<file path="src/hdl/afcs_pkg.sv">
// constants and types shared by the analog frequency command scaler
package afcs_pkg;

   // ==========================================================
   // clock and filter timing
   localparam int CLK_HZ       = 20_000_000;
   localparam int TICK_US      = 250;
   localparam int TICK_CYC     = (CLK_HZ / 1_000_000) * TICK_US;

   // ==========================================================
   // widths and scales (freq in 0.01 Hz, percent in 0.1 %)
   localparam int ADC_W        = 12;
   localparam int PCT_W        = 12;
   localparam int FREQ_W       = 16;
   localparam int DISP_W       = 13;
   localparam int FRAC_W       = 12;
   localparam logic [15:0] FREQ_MAX     = 16'h9c40;
   localparam logic [11:0] PCT_MAX      = 12'hbb8;
   localparam logic [11:0] PCT_FULL     = 12'h3e8;
   localparam logic [11:0] PCT_DBL      = 12'h7d0;
   localparam logic [11:0] FS_5V        = 12'h1f4;
   localparam logic [11:0] FS_10V       = 12'h3e8;
   localparam logic [11:0] FS_20MA      = 12'h7d0;

   // ==========================================================
   // setting codes
   localparam logic [3:0] AIN_10V       = 4'h0;
   localparam logic [3:0] AIN_5V        = 4'h1;
   localparam logic [3:0] AIN_10V_REV   = 4'ha;
   localparam logic [3:0] AIN_5V_REV    = 4'hb;
   localparam logic [1:0] CTYPE_4_20MA  = 2'h0;
   localparam logic [1:0] CTYPE_5V      = 2'h1;
   localparam logic [1:0] CTYPE_10V     = 2'h2;
   localparam logic [3:0] FILT_MAX      = 4'h8;
   localparam logic [1:0] WSEL_STOP     = 2'h0;
   localparam logic [1:0] WSEL_LOCKED   = 2'h1;
   localparam logic [1:0] WSEL_ANY      = 2'h2;

   // ==========================================================
   // reset values
   localparam logic [3:0]  AIN_SEL_RST    = 4'h1;
   localparam logic [3:0]  FILT_RST       = 4'h1;
   localparam logic [1:0]  CTYPE_RST      = 2'h0;
   localparam logic        DISP_UNIT_RST  = 1'b0;
   localparam logic [15:0] VGAIN_FREQ_RST = 16'h1388;
   localparam logic [15:0] CGAIN_FREQ_RST = 16'h1388;
   localparam logic [15:0] VBIAS_FREQ_RST = 16'h0000;
   localparam logic [15:0] CBIAS_FREQ_RST = 16'h0000;
   localparam logic [11:0] VBIAS_PCT_RST  = 12'h000;
   localparam logic [11:0] VGAIN_PCT_RST  = 12'h3e8;
   localparam logic [11:0] CBIAS_PCT_RST  = 12'h0c8;
   localparam logic [11:0] CGAIN_PCT_RST  = 12'h3e8;

   // ==========================================================
   // parameter identifiers on the panel write port
   typedef enum logic [3:0] {
      P_AIN_SEL    = 4'h0,
      P_FILT       = 4'h1,
      P_VGAIN_FREQ = 4'h2,
      P_CGAIN_FREQ = 4'h3,
      P_DISP_UNIT  = 4'h4,
      P_VBIAS_FREQ = 4'h5,
      P_VBIAS_PCT  = 4'h6,
      P_VGAIN_PCT  = 4'h7,
      P_CBIAS_FREQ = 4'h8,
      P_CBIAS_PCT  = 4'h9,
      P_CGAIN_PCT  = 4'ha,
      P_CTYPE      = 4'hb
   } afcs_param_type;

   typedef enum logic {
      CAL_IDLE = 1'b0,
      CAL_EDIT = 1'b1
   } afcs_cal_type;

endpackage

</file>
<file path="src/hdl/afcs_lag_filter.sv">
// first-order lag filter on an input percentage
`timescale 1ns/1ps
`default_nettype none
module afcs_lag_filter
   import afcs_pkg::*;
(
   input  wire logic              clk_i,
   input  wire logic              rst_i,
   input  wire logic              tick_i,
   input  wire logic [3:0]        setting_i,
   input  wire logic [PCT_W-1:0]  x_i,
   output logic      [PCT_W-1:0]  y_o
);

   // ==========================================================
   // shift per setting: time constant 4..4096 ticks of 250 us
   function automatic logic [3:0] shift_of(input logic [3:0] s);
      case (s)
         4'h0:    shift_of = 4'h2;
         4'h1:    shift_of = 4'h3;
         4'h2:    shift_of = 4'h4;
         4'h3:    shift_of = 4'h6;
         4'h4:    shift_of = 4'h7;
         4'h5:    shift_of = 4'h8;
         4'h6:    shift_of = 4'h9;
         4'h7:    shift_of = 4'ha;
         default: shift_of = 4'hc;
      endcase
   endfunction

   logic        [PCT_W+FRAC_W-1:0] acc_r;
   logic signed [PCT_W+FRAC_W:0]   diff;
   logic signed [PCT_W+FRAC_W:0]   step;

   assign diff = $signed({1'b0, x_i, {FRAC_W{1'b0}}}) - $signed({1'b0, acc_r});
   assign step = diff >>> shift_of(setting_i);

   // ==========================================================
   // accumulator
   always_ff @(posedge clk_i or posedge rst_i) begin
      if (rst_i) begin
         acc_r <= '0;
      end else if (tick_i) begin
         acc_r <= (PCT_W+FRAC_W)'($signed({1'b0, acc_r}) + step);
      end
   end

   assign y_o = acc_r[PCT_W+FRAC_W-1:FRAC_W];

endmodule
`default_nettype wire

</file>
<file path="src/hdl/afcs_top.sv">
// analog frequency command scaler: filter, bias/gain scaling, direction
//
// What this block does
// - reversible only with input selection 10 or 11
// - 5 V reversible: low half reverse, high forward
// - default current reversible: below 4 mA reverse
// - missing input plus start gives reverse
// - lag filter on both inputs, setting 0..8
// - time constant about 1 ms to 1 s
// - voltage gain frequency, default 50 Hz, 0..400
// - current gain frequency, default 50 Hz
// - bias/gain percents 0..300, gains default 100
// - voltage bias frequency 0 Hz at 0 V
// - current bias point defaults to 20 percent
// - gain frequency alone rescales the maximum
// - display unit: percent or volts/milliamps
// - display unit writable at any time
// - calibration shows live level, stores on confirm
// - voltage range 0..5 V or 0..10 V
// - current terminal type 4-20 mA, 5 V, 10 V
`timescale 1ns/1ps
`default_nettype none
module afcs_top
   import afcs_pkg::*;
#(
   parameter int TICK_CYCLES = TICK_CYC
)(
   input  wire logic              CLK_I,
   input  wire logic              RST_I,
   input  wire logic [ADC_W-1:0]  VOLT_ADC_I,
   input  wire logic [ADC_W-1:0]  CUR_ADC_I,
   input  wire logic              CUR_SEL_I,
   input  wire logic              START_I,
   input  wire logic              RUNNING_I,
   input  wire logic              PANEL_MODE_I,
   input  wire logic [1:0]        WRITE_SEL_I,
   input  wire logic              PARAM_WR_I,
   input  wire logic [3:0]        PARAM_ID_I,
   input  wire logic [15:0]       PARAM_DATA_I,
   input  wire logic              CAL_OPEN_I,
   input  wire logic [3:0]        CAL_POINT_I,
   input  wire logic              CAL_STORE_I,
   input  wire logic              CAL_CLOSE_I,
   output logic      [FREQ_W-1:0] FREQ_CMD_O,
   output logic                   FORWARD_O,
   output logic                   REVERSE_O,
   output logic                   REVERSIBLE_O,
   output logic      [15:0]       PARAM_RDATA_O,
   output logic                   WR_DONE_O,
   output logic                   WR_REFUSED_O,
   output logic                   CAL_ACTIVE_O,
   output logic      [DISP_W-1:0] LIVE_DISP_O
);

   // ==========================================================
   // helpers
   function automatic logic [PCT_W-1:0] pct_of(input logic [ADC_W-1:0] code, input logic half);
      logic [23:0] p;
      p = {12'h000, code} * {12'h000, (half ? PCT_DBL : PCT_FULL)};
      return p[23:12];
   endfunction

   function automatic logic [DISP_W-1:0] disp_of(input logic [PCT_W-1:0] pct,
                                                 input logic [11:0] fs, input logic unit);
      logic [23:0] p;
      p = {12'h000, pct} * {12'h000, fs};
      if (!unit) begin
         return {1'b0, pct};
      end
      return DISP_W'(p / 24'(PCT_FULL));
   endfunction

   // ==========================================================
   // input synchronisers
   logic [ADC_W-1:0] volt_m_r;
   logic [ADC_W-1:0] volt_s_r;
   logic [ADC_W-1:0] cur_m_r;
   logic [ADC_W-1:0] cur_s_r;
   logic [1:0]       pin_m_r;
   logic [1:0]       pin_s_r;
   logic             cur_sel;
   logic             start;

   always_ff @(posedge CLK_I or posedge RST_I) begin
      if (RST_I) begin
         volt_m_r <= '0;
         volt_s_r <= '0;
         cur_m_r  <= '0;
         cur_s_r  <= '0;
         pin_m_r  <= '0;
         pin_s_r  <= '0;
      end else begin
         volt_m_r <= VOLT_ADC_I;
         volt_s_r <= volt_m_r;
         cur_m_r  <= CUR_ADC_I;
         cur_s_r  <= cur_m_r;
         pin_m_r  <= {START_I, CUR_SEL_I};
         pin_s_r  <= pin_m_r;
      end
   end

   assign cur_sel = pin_s_r[0];
   assign start   = pin_s_r[1];

   // ==========================================================
   // settings
   logic [3:0]        ain_sel_r;
   logic [3:0]        filt_r;
   logic [1:0]        ctype_r;
   logic              disp_unit_r;
   logic [15:0]       vgain_f_r;
   logic [15:0]       cgain_f_r;
   logic [15:0]       vbias_f_r;
   logic [15:0]       cbias_f_r;
   logic [PCT_W-1:0]  vbias_p_r;
   logic [PCT_W-1:0]  vgain_p_r;
   logic [PCT_W-1:0]  cbias_p_r;
   logic [PCT_W-1:0]  cgain_p_r;
   logic              wr_ok;
   logic              in_range;
   logic              store_ok;
   logic [PCT_W-1:0]  live_pct;

   always_comb begin
      case (afcs_param_type'(PARAM_ID_I))
         P_AIN_SEL:    in_range = (PARAM_DATA_I == 16'(AIN_10V)) || (PARAM_DATA_I == 16'(AIN_5V)) ||
                                  (PARAM_DATA_I == 16'(AIN_10V_REV)) || (PARAM_DATA_I == 16'(AIN_5V_REV));
         P_FILT:       in_range = PARAM_DATA_I <= 16'(FILT_MAX);
         P_CTYPE:      in_range = PARAM_DATA_I <= 16'(CTYPE_10V);
         P_DISP_UNIT:  in_range = PARAM_DATA_I <= 16'h0001;
         P_VGAIN_FREQ,
         P_CGAIN_FREQ,
         P_VBIAS_FREQ,
         P_CBIAS_FREQ: in_range = PARAM_DATA_I <= FREQ_MAX;
         P_VBIAS_PCT,
         P_VGAIN_PCT,
         P_CBIAS_PCT,
         P_CGAIN_PCT:  in_range = PARAM_DATA_I <= 16'(PCT_MAX);
         default:      in_range = 1'b0;
      endcase
   end

   // display unit is exempt from the write lock
   assign wr_ok = PARAM_WR_I && in_range &&
                  ((PARAM_ID_I == P_DISP_UNIT) ||
                   (WRITE_SEL_I == WSEL_ANY) ||
                   ((WRITE_SEL_I == WSEL_STOP) && !RUNNING_I));

   always_ff @(posedge CLK_I or posedge RST_I) begin
      if (RST_I) begin
         ain_sel_r   <= AIN_SEL_RST;
         filt_r      <= FILT_RST;
         ctype_r     <= CTYPE_RST;
         disp_unit_r <= DISP_UNIT_RST;
         vgain_f_r   <= VGAIN_FREQ_RST;
         cgain_f_r   <= CGAIN_FREQ_RST;
         vbias_f_r   <= VBIAS_FREQ_RST;
         cbias_f_r   <= CBIAS_FREQ_RST;
         vbias_p_r   <= VBIAS_PCT_RST;
         vgain_p_r   <= VGAIN_PCT_RST;
         cbias_p_r   <= CBIAS_PCT_RST;
         cgain_p_r   <= CGAIN_PCT_RST;
      end else if (wr_ok) begin
         case (afcs_param_type'(PARAM_ID_I))
            P_AIN_SEL:    ain_sel_r   <= PARAM_DATA_I[3:0];
            P_FILT:       filt_r      <= PARAM_DATA_I[3:0];
            P_CTYPE:      ctype_r     <= PARAM_DATA_I[1:0];
            P_DISP_UNIT:  disp_unit_r <= PARAM_DATA_I[0];
            P_VGAIN_FREQ: vgain_f_r   <= PARAM_DATA_I;
            P_CGAIN_FREQ: cgain_f_r   <= PARAM_DATA_I;
            P_VBIAS_FREQ: vbias_f_r   <= PARAM_DATA_I;
            P_CBIAS_FREQ: cbias_f_r   <= PARAM_DATA_I;
            P_VBIAS_PCT:  vbias_p_r   <= PARAM_DATA_I[PCT_W-1:0];
            P_VGAIN_PCT:  vgain_p_r   <= PARAM_DATA_I[PCT_W-1:0];
            P_CBIAS_PCT:  cbias_p_r   <= PARAM_DATA_I[PCT_W-1:0];
            P_CGAIN_PCT:  cgain_p_r   <= PARAM_DATA_I[PCT_W-1:0];
            default:      ain_sel_r   <= ain_sel_r;
         endcase
      end else if (store_ok) begin
         case (afcs_param_type'(CAL_POINT_I))
            P_VBIAS_PCT:  vbias_p_r   <= live_pct;
            P_VGAIN_PCT:  vgain_p_r   <= live_pct;
            P_CBIAS_PCT:  cbias_p_r   <= live_pct;
            P_CGAIN_PCT:  cgain_p_r   <= live_pct;
            default:      ain_sel_r   <= ain_sel_r;
         endcase
      end
   end

   // ==========================================================
   // write answer and read-back
   always_ff @(posedge CLK_I or posedge RST_I) begin
      if (RST_I) begin
         WR_DONE_O    <= 1'b0;
         WR_REFUSED_O <= 1'b0;
      end else begin
         WR_DONE_O    <= wr_ok;
         WR_REFUSED_O <= PARAM_WR_I && !wr_ok;
      end
   end

   always_ff @(posedge CLK_I or posedge RST_I) begin
      if (RST_I) begin
         PARAM_RDATA_O <= '0;
      end else begin
         case (afcs_param_type'(PARAM_ID_I))
            P_AIN_SEL:    PARAM_RDATA_O <= 16'(ain_sel_r);
            P_FILT:       PARAM_RDATA_O <= 16'(filt_r);
            P_CTYPE:      PARAM_RDATA_O <= 16'(ctype_r);
            P_DISP_UNIT:  PARAM_RDATA_O <= 16'(disp_unit_r);
            P_VGAIN_FREQ: PARAM_RDATA_O <= vgain_f_r;
            P_CGAIN_FREQ: PARAM_RDATA_O <= cgain_f_r;
            P_VBIAS_FREQ: PARAM_RDATA_O <= vbias_f_r;
            P_CBIAS_FREQ: PARAM_RDATA_O <= cbias_f_r;
            P_VBIAS_PCT:  PARAM_RDATA_O <= 16'(vbias_p_r);
            P_VGAIN_PCT:  PARAM_RDATA_O <= 16'(vgain_p_r);
            P_CBIAS_PCT:  PARAM_RDATA_O <= 16'(cbias_p_r);
            P_CGAIN_PCT:  PARAM_RDATA_O <= 16'(cgain_p_r);
            default:      PARAM_RDATA_O <= '0;
         endcase
      end
   end

   // ==========================================================
   // scaling of inputs to percent of the selected range
   logic             v_half;
   logic             c_half;
   logic             rev_en;
   logic [PCT_W-1:0] v_pct;
   logic [PCT_W-1:0] c_pct;
   logic [PCT_W-1:0] v_filt;
   logic [PCT_W-1:0] c_filt;
   logic [11:0]      v_fs;
   logic [11:0]      c_fs;

   assign v_half = (ain_sel_r == AIN_5V) || (ain_sel_r == AIN_5V_REV);
   assign c_half = (ctype_r == CTYPE_5V);
   assign v_fs   = v_half ? FS_5V : FS_10V;
   assign c_fs   = (ctype_r == CTYPE_4_20MA) ? FS_20MA : (c_half ? FS_5V : FS_10V);
   assign v_pct  = pct_of(volt_s_r, v_half);
   assign c_pct  = pct_of(cur_s_r, c_half);
   assign rev_en = (ain_sel_r == AIN_10V_REV) || (ain_sel_r == AIN_5V_REV);

   // ==========================================================
   // filter tick and filters
   logic [15:0] tick_cnt_r;
   logic        tick;

   assign tick = (tick_cnt_r == 16'(TICK_CYCLES - 1));

   always_ff @(posedge CLK_I or posedge RST_I) begin
      if (RST_I) begin
         tick_cnt_r <= '0;
      end else begin
         tick_cnt_r <= tick ? 16'h0000 : tick_cnt_r + 16'h0001;
      end
   end

   afcs_lag_filter u_volt_filt (
      .clk_i     (CLK_I),
      .rst_i     (RST_I),
      .tick_i    (tick),
      .setting_i (filt_r),
      .x_i       (v_pct),
      .y_o       (v_filt)
   );

   afcs_lag_filter u_cur_filt (
      .clk_i     (CLK_I),
      .rst_i     (RST_I),
      .tick_i    (tick),
      .setting_i (filt_r),
      .x_i       (c_pct),
      .y_o       (c_filt)
   );

   // ==========================================================
   // calibration with an applied input
   afcs_cal_type cal_r;
   logic         cal_cur;
   logic         cal_pt_ok;

   assign cal_pt_ok = (CAL_POINT_I == P_VBIAS_PCT) || (CAL_POINT_I == P_VGAIN_PCT) ||
                      (CAL_POINT_I == P_CBIAS_PCT) || (CAL_POINT_I == P_CGAIN_PCT);
   assign cal_cur   = (CAL_POINT_I == P_CBIAS_PCT) || (CAL_POINT_I == P_CGAIN_PCT);
   assign live_pct  = cal_cur ? c_pct : v_pct;
   assign store_ok  = (cal_r == CAL_EDIT) && CAL_STORE_I && cal_pt_ok && !RUNNING_I && (WRITE_SEL_I != WSEL_LOCKED);

   always_ff @(posedge CLK_I or posedge RST_I) begin
      if (RST_I) begin
         cal_r <= CAL_IDLE;
      end else begin
         case (cal_r)
            CAL_IDLE: if (CAL_OPEN_I && cal_pt_ok && !RUNNING_I && PANEL_MODE_I) begin
               cal_r <= CAL_EDIT;
            end
            CAL_EDIT: if (CAL_CLOSE_I || store_ok || RUNNING_I || !PANEL_MODE_I) begin
               cal_r <= CAL_IDLE;
            end
            default:  cal_r <= CAL_IDLE;
         endcase
      end
   end

   always_ff @(posedge CLK_I or posedge RST_I) begin
      if (RST_I) begin
         LIVE_DISP_O <= '0;
      end else begin
         LIVE_DISP_O <= disp_of(live_pct, cal_cur ? c_fs : v_fs, disp_unit_r);
      end
   end

   assign CAL_ACTIVE_O = (cal_r == CAL_EDIT);

   // ==========================================================
   // interpolation through bias and gain points
   logic [PCT_W-1:0]  pct;
   logic [15:0]       bf;
   logic [15:0]       gf;
   logic [PCT_W-1:0]  bp;
   logic [PCT_W-1:0]  gp;
   logic signed [13:0] dp;
   logic signed [13:0] dg;
   logic signed [17:0] df;
   logic signed [31:0] prod;
   logic signed [31:0] res;
   logic               neg;
   logic [31:0]        mag;
   logic [FREQ_W-1:0]  mag_c;

   always_comb begin
      if (cur_sel) begin
         pct = c_filt;
         bf  = cbias_f_r;
         gf  = cgain_f_r;
         bp  = cbias_p_r;
         gp  = cgain_p_r;
      end else begin
         pct = v_filt;
         bf  = vbias_f_r;
         gf  = vgain_f_r;
         bp  = vbias_p_r;
         gp  = vgain_p_r;
      end
   end

   assign dp   = $signed({2'b00, pct}) - $signed({2'b00, bp});
   assign dg   = $signed({2'b00, gp}) - $signed({2'b00, bp});
   assign df   = $signed({2'b00, gf}) - $signed({2'b00, bf});
   assign prod = 32'(dp * df);
   // equal points give a flat line at the bias frequency
   assign res  = (dg == 14'sd0) ? $signed({16'h0000, bf}) :
                 (prod / 32'(dg)) + $signed({16'h0000, bf});
   assign neg  = res < 32'sd0;
   assign mag  = neg ? 32'(-res) : 32'(res);
   assign mag_c = (mag > 32'(FREQ_MAX)) ? FREQ_MAX : mag[FREQ_W-1:0];

   always_ff @(posedge CLK_I or posedge RST_I) begin
      if (RST_I) begin
         FREQ_CMD_O   <= '0;
         FORWARD_O    <= 1'b0;
         REVERSE_O    <= 1'b0;
         REVERSIBLE_O <= 1'b0;
      end else begin
         REVERSIBLE_O <= rev_en;
         if (neg && !rev_en) begin
            FREQ_CMD_O <= '0;
         end else begin
            FREQ_CMD_O <= mag_c;
         end
         // a negative interpolated frequency in reversible mode runs backwards
         REVERSE_O <= start && rev_en && neg;
         FORWARD_O <= start && !(rev_en && neg);
      end
   end

endmodule
`default_nettype wire
</file>
<file path="config.mk">
export PLATFORM = sky130hd
export DESIGN_NAME = afcs_top
export DESIGN_NICKNAME = d
export VERILOG_FILES = /design/src/hdl/afcs_pkg.sv /design/src/hdl/afcs_lag_filter.sv /design/src/hdl/afcs_top.sv
export SDC_FILE = /design/constraint.sdc
export NUM_CORES = 2
export LEC_CHECK = 0
export BUFFER_PORTS_ARGS = -buffer_cell sky130_fd_sc_hd__buf_2
export CAP_MARGIN = 20
export CELL_PAD_IN_SITES_DETAIL_PLACEMENT = 0
export CELL_PAD_IN_SITES_GLOBAL_PLACEMENT = 1
export CORE_ASPECT_RATIO = 1.1
export CORE_MARGIN = 5
export CORE_UTILIZATION = 35
export CTS_CLUSTER_SIZE = 25
export DETAILED_ROUTE_END_ITERATION = 8
export HOLD_SLACK_MARGIN = 0.05
export PLACE_DENSITY = 0.72
export SYNTH_ARGS = -nofsm -noshare
export SYNTH_HDL_FRONTEND = slang
export SYNTH_SLANG_ARGS = --single-unit
</file>
<file path="constraint.sdc">
create_clock -name CLK_I -period 326.3 [get_ports CLK_I]
set_input_delay 48.945 -clock CLK_I [delete_from_list [all_inputs] [get_ports CLK_I]]
set_output_delay 48.945 -clock CLK_I [all_outputs]
set_load 0.02 [all_outputs]
</file>
==> impl_metrics.env <==
export IMPL_slew_headroom_pct=20.08
export IMPL_grt_pass1_vias=59830
export IMPL_port_buffers=110
export IMPL_netlist_top_cells_count="887 x ha_1, 757 x nor2_1, 749 x inv_1"
export IMPL_cpMostUsedCell="o21a_1"
export IMPL_die_w_um=424.2
export IMPL_max_clock_freq_mhz=7.728
export IMPL_syn_cell_area_um2=66040
export IMPL_final_max_slew_viol_count=0
export IMPL_fill_cells=19560
export IMPL_r2r_start="pin_s_r[0]$_DFF_PP0_"
export IMPL_antenna_found_initial=9
export IMPL_place_area_um2=70540
export IMPL_yosysTopAreaCell="ha_1"
export IMPL_muxShareOfSynthArea_pct=6.756
export IMPL_tightestPinTransition_ns=1.195
export IMPL_start_kind="register"
export IMPL_yosysTopAreaCellShare_pct=16.81
export IMPL_rsz0062_at_grt="false"
export IMPL_async_reset_ff_share_pct=100.0
export IMPL_post_cts_setup_buffer_count=0
export IMPL_drv_cap=0
export IMPL_fp_dieH_um=465.6
export IMPL_yosysSeqAreaShare_pct=11.04
export IMPL_netlist_instances=8361
export IMPL_multiInputGateArea_um2=55860
export IMPL_ys_ff_latch=290
export IMPL_drive_gt1_share_pct=9.209
export IMPL_placed_cells=10970
export IMPL_grt_max_degree=120
export IMPL_fin_skew_ns=0.05591
export IMPL_viasPerCell=5.550
export IMPL_hold_start="cur_m_r[4]$_DFF_PP0_"
export IMPL_core_area_um2=188100
export IMPL_ys_warn_count=0
export IMPL_status="finished clean"
export IMPL_crit_path_max_fanout=64
export IMPL_num_vias=61280
export IMPL_wl_um=216900
export IMPL_path_clk_slew_ns=0.06
export IMPL_fin_setup_tns_ns=0
export IMPL_cts_htree_levels=2
export IMPL_synth_top_family_by_area="adder cells"
export IMPL_finalCritPeriodShare_pct=39.66
export IMPL_synth_compound_area_share_pct=22.15
export IMPL_dr_pass1_iters=6
export IMPL_seq_area_um2=7295
export IMPL_grt_usage_pct=21.22
export IMPL_synth_edff_count=0
export IMPL_syn2layout_area_growth_pct=9.040
export IMPL_initialDrtViolationCount=3686
export IMPL_die_area_um2=197500
export IMPL_synthFlopType="dfrtp_1"
export IMPL_cts_tree="done"
export IMPL_hold_class="reg -> reg"
export IMPL_cp_slowest_cell="or4_1"
export IMPL_cts_buffers_inserted=38
export IMPL_synth_most_common_cell="ha_1"
export IMPL_holdBufCountCts=0
export IMPL_design_area_um2=72010
export IMPL_drcViolationCount=0
export IMPL_initial_core_util_pct=35.12
export IMPL_synth_xor_area_share_pct=5.917
export IMPL_syn_area_per_cell_um2=7.898
export IMPL_synth_fa_ha_area_share_pct=28.83
export IMPL_grt_first_pass_wirelength_um=338100
export IMPL_setup_viol=0
export IMPL_synth_area_top_cells="ha_1 17%, fa_1 12%, dfrtp_1 10%, mux2_2 4.5%, nor2_1 4.3%"
export IMPL_wl_per_cell_um=19.65
export IMPL_numClockSinks=290
export IMPL_cp_end_kind="register"
export IMPL_period_minus_slack_ns=129.41
export IMPL_clockRootBuffer="clkbuf_16"
export IMPL_startpoint="pin_s_r[0]$_DFF_PP0_"
export IMPL_grt_overflow=0
export IMPL_clock_path_buffers=3
export IMPL_post_synth_num_cell_types=128
export IMPL_clkLatencyLatePin_ns=0.64
export IMPL_drtAntennaViolNets=0
export IMPL_crit_path_max_incr_delay_ns=0.76
export IMPL_ios=111
export IMPL_cts_resized=0
export IMPL_fin_nets=9901
export IMPL_path_class="reg -> reg"
export IMPL_synth_simple_area_share_pct=19.31
export IMPL_num_rows=167
export IMPL_hold_violations=0
export IMPL_place_congestion=0.8996
export IMPL_cp_data_arrival_time_ns=129.93
export IMPL_required_ns=326.82
export IMPL_hpwl_um=176600
export IMPL_fin_cells=11040
[state kept, by name, summed over array words and instances (netlist names), 13 cells and up]
register	flops
PARAM_RDATA_O	16
FREQ_CMD_O	16
u_cur_filt.acc_r	24
cgain_f_r	16
vgain_f_r	16
tick_cnt_r	16
cbias_f_r	16
u_volt_filt.acc_r	24
vbias_f_r	16
LIVE_DISP_O	13
[layout by cell type (no fill, tap or decap), types with 214 or more instances in the layout]
master / count
o21a_1: 348
ha_1: 886
dfrtp_1: 262
nor3_1: 369
xnor2_1: 297
conb_1: 214
nand2_1: 727
o21ai_0: 460
nor2_1: 754
a21oi_1: 480
fa_1: 395
inv_1: 748
mux2_2: 265
[per-layer routing]
layer	global-route usage (%)	up-vias	share of wire, %
met4	8.022	4	4.3
met1	25.99	29550	42
met2	38.56	1422	49
li1	-	29940	-
met5	0	-	0.012
met3	1.834	366	4.0
[kinds of logic after synthesis]
kind of cell / after synthesis
AND/OR/NAND/NOR: 2688
other: 2
multiplexers: 410
AO/OA/AOI/OAI: 2208
adder cells (fa/ha/maj): 1285
XOR/XNOR: 435
flip-flops: 290
buffers and inverters: 1043
[worst max-delay path, delay by kind of cell (launching register included)]
family                   cells  cell delay (ns)
buffers and inverters       28             5.79
multiplexers                 8             2.43
AND/OR/NAND/NOR             91            18.55
XOR/XNOR                     1             0.16
adder cells (fa/ha/maj)     40            13.12
AO/OA/AOI/OAI              428            88.40
flip-flops                   1             0.57
[stage by stage]
step / worst slack, ns / util (%) / hold slack (ns)
2_1_floorplan: 210.50 / - / 0.3312
3_3_place_gp: 201.25 / 37.50 / 0.3327
3_5_place_dp: 198.10 / 37.51 / 0.3347
4_1_cts: 197.40 / 38.26 / 0.3491
5_1_grt: 185.38 / 38.29 / 0.3547
6_report: 196.89 / 38.29 / 0.3460
[path summary, 6_finish.rpt]
path / end / slack, ns / cells after the start
setup / recovery: FREQ_CMD_O[14]$_DFF_PP0_ / 196.89 / 596
hold / removal: cur_s_r[4]$_DFF_PP0_ / 0.35 / 0
setup reg to reg: FREQ_CMD_O[14]$_DFF_PP0_ / 196.89 / 596
hold reg to reg: cur_s_r[4]$_DFF_PP0_ / 0.35 / 0
max in group asynchronous: vbias_p_r[9]$_DFFE_PP0P_ / 274.74 / 5
min in group asynchronous: cur_s_r[3]$_DFF_PP0_ / 48.54 / 2
[cell type report]
type                       instances  share of cell area [%]
sequential                       290                   10.13
multi-input combinational       7240                   77.58
clock inverter                    26                  0.5682
antenna                            3                 0.01043
tap                             2450                   4.257
clock buffer                      44                   1.394
timing repair buffer             238                   2.132
inverter                         751                   3.925
Power is not shown: default switching activity piles up to over one toggle a cycle in this logic, so the estimate is an artifact.
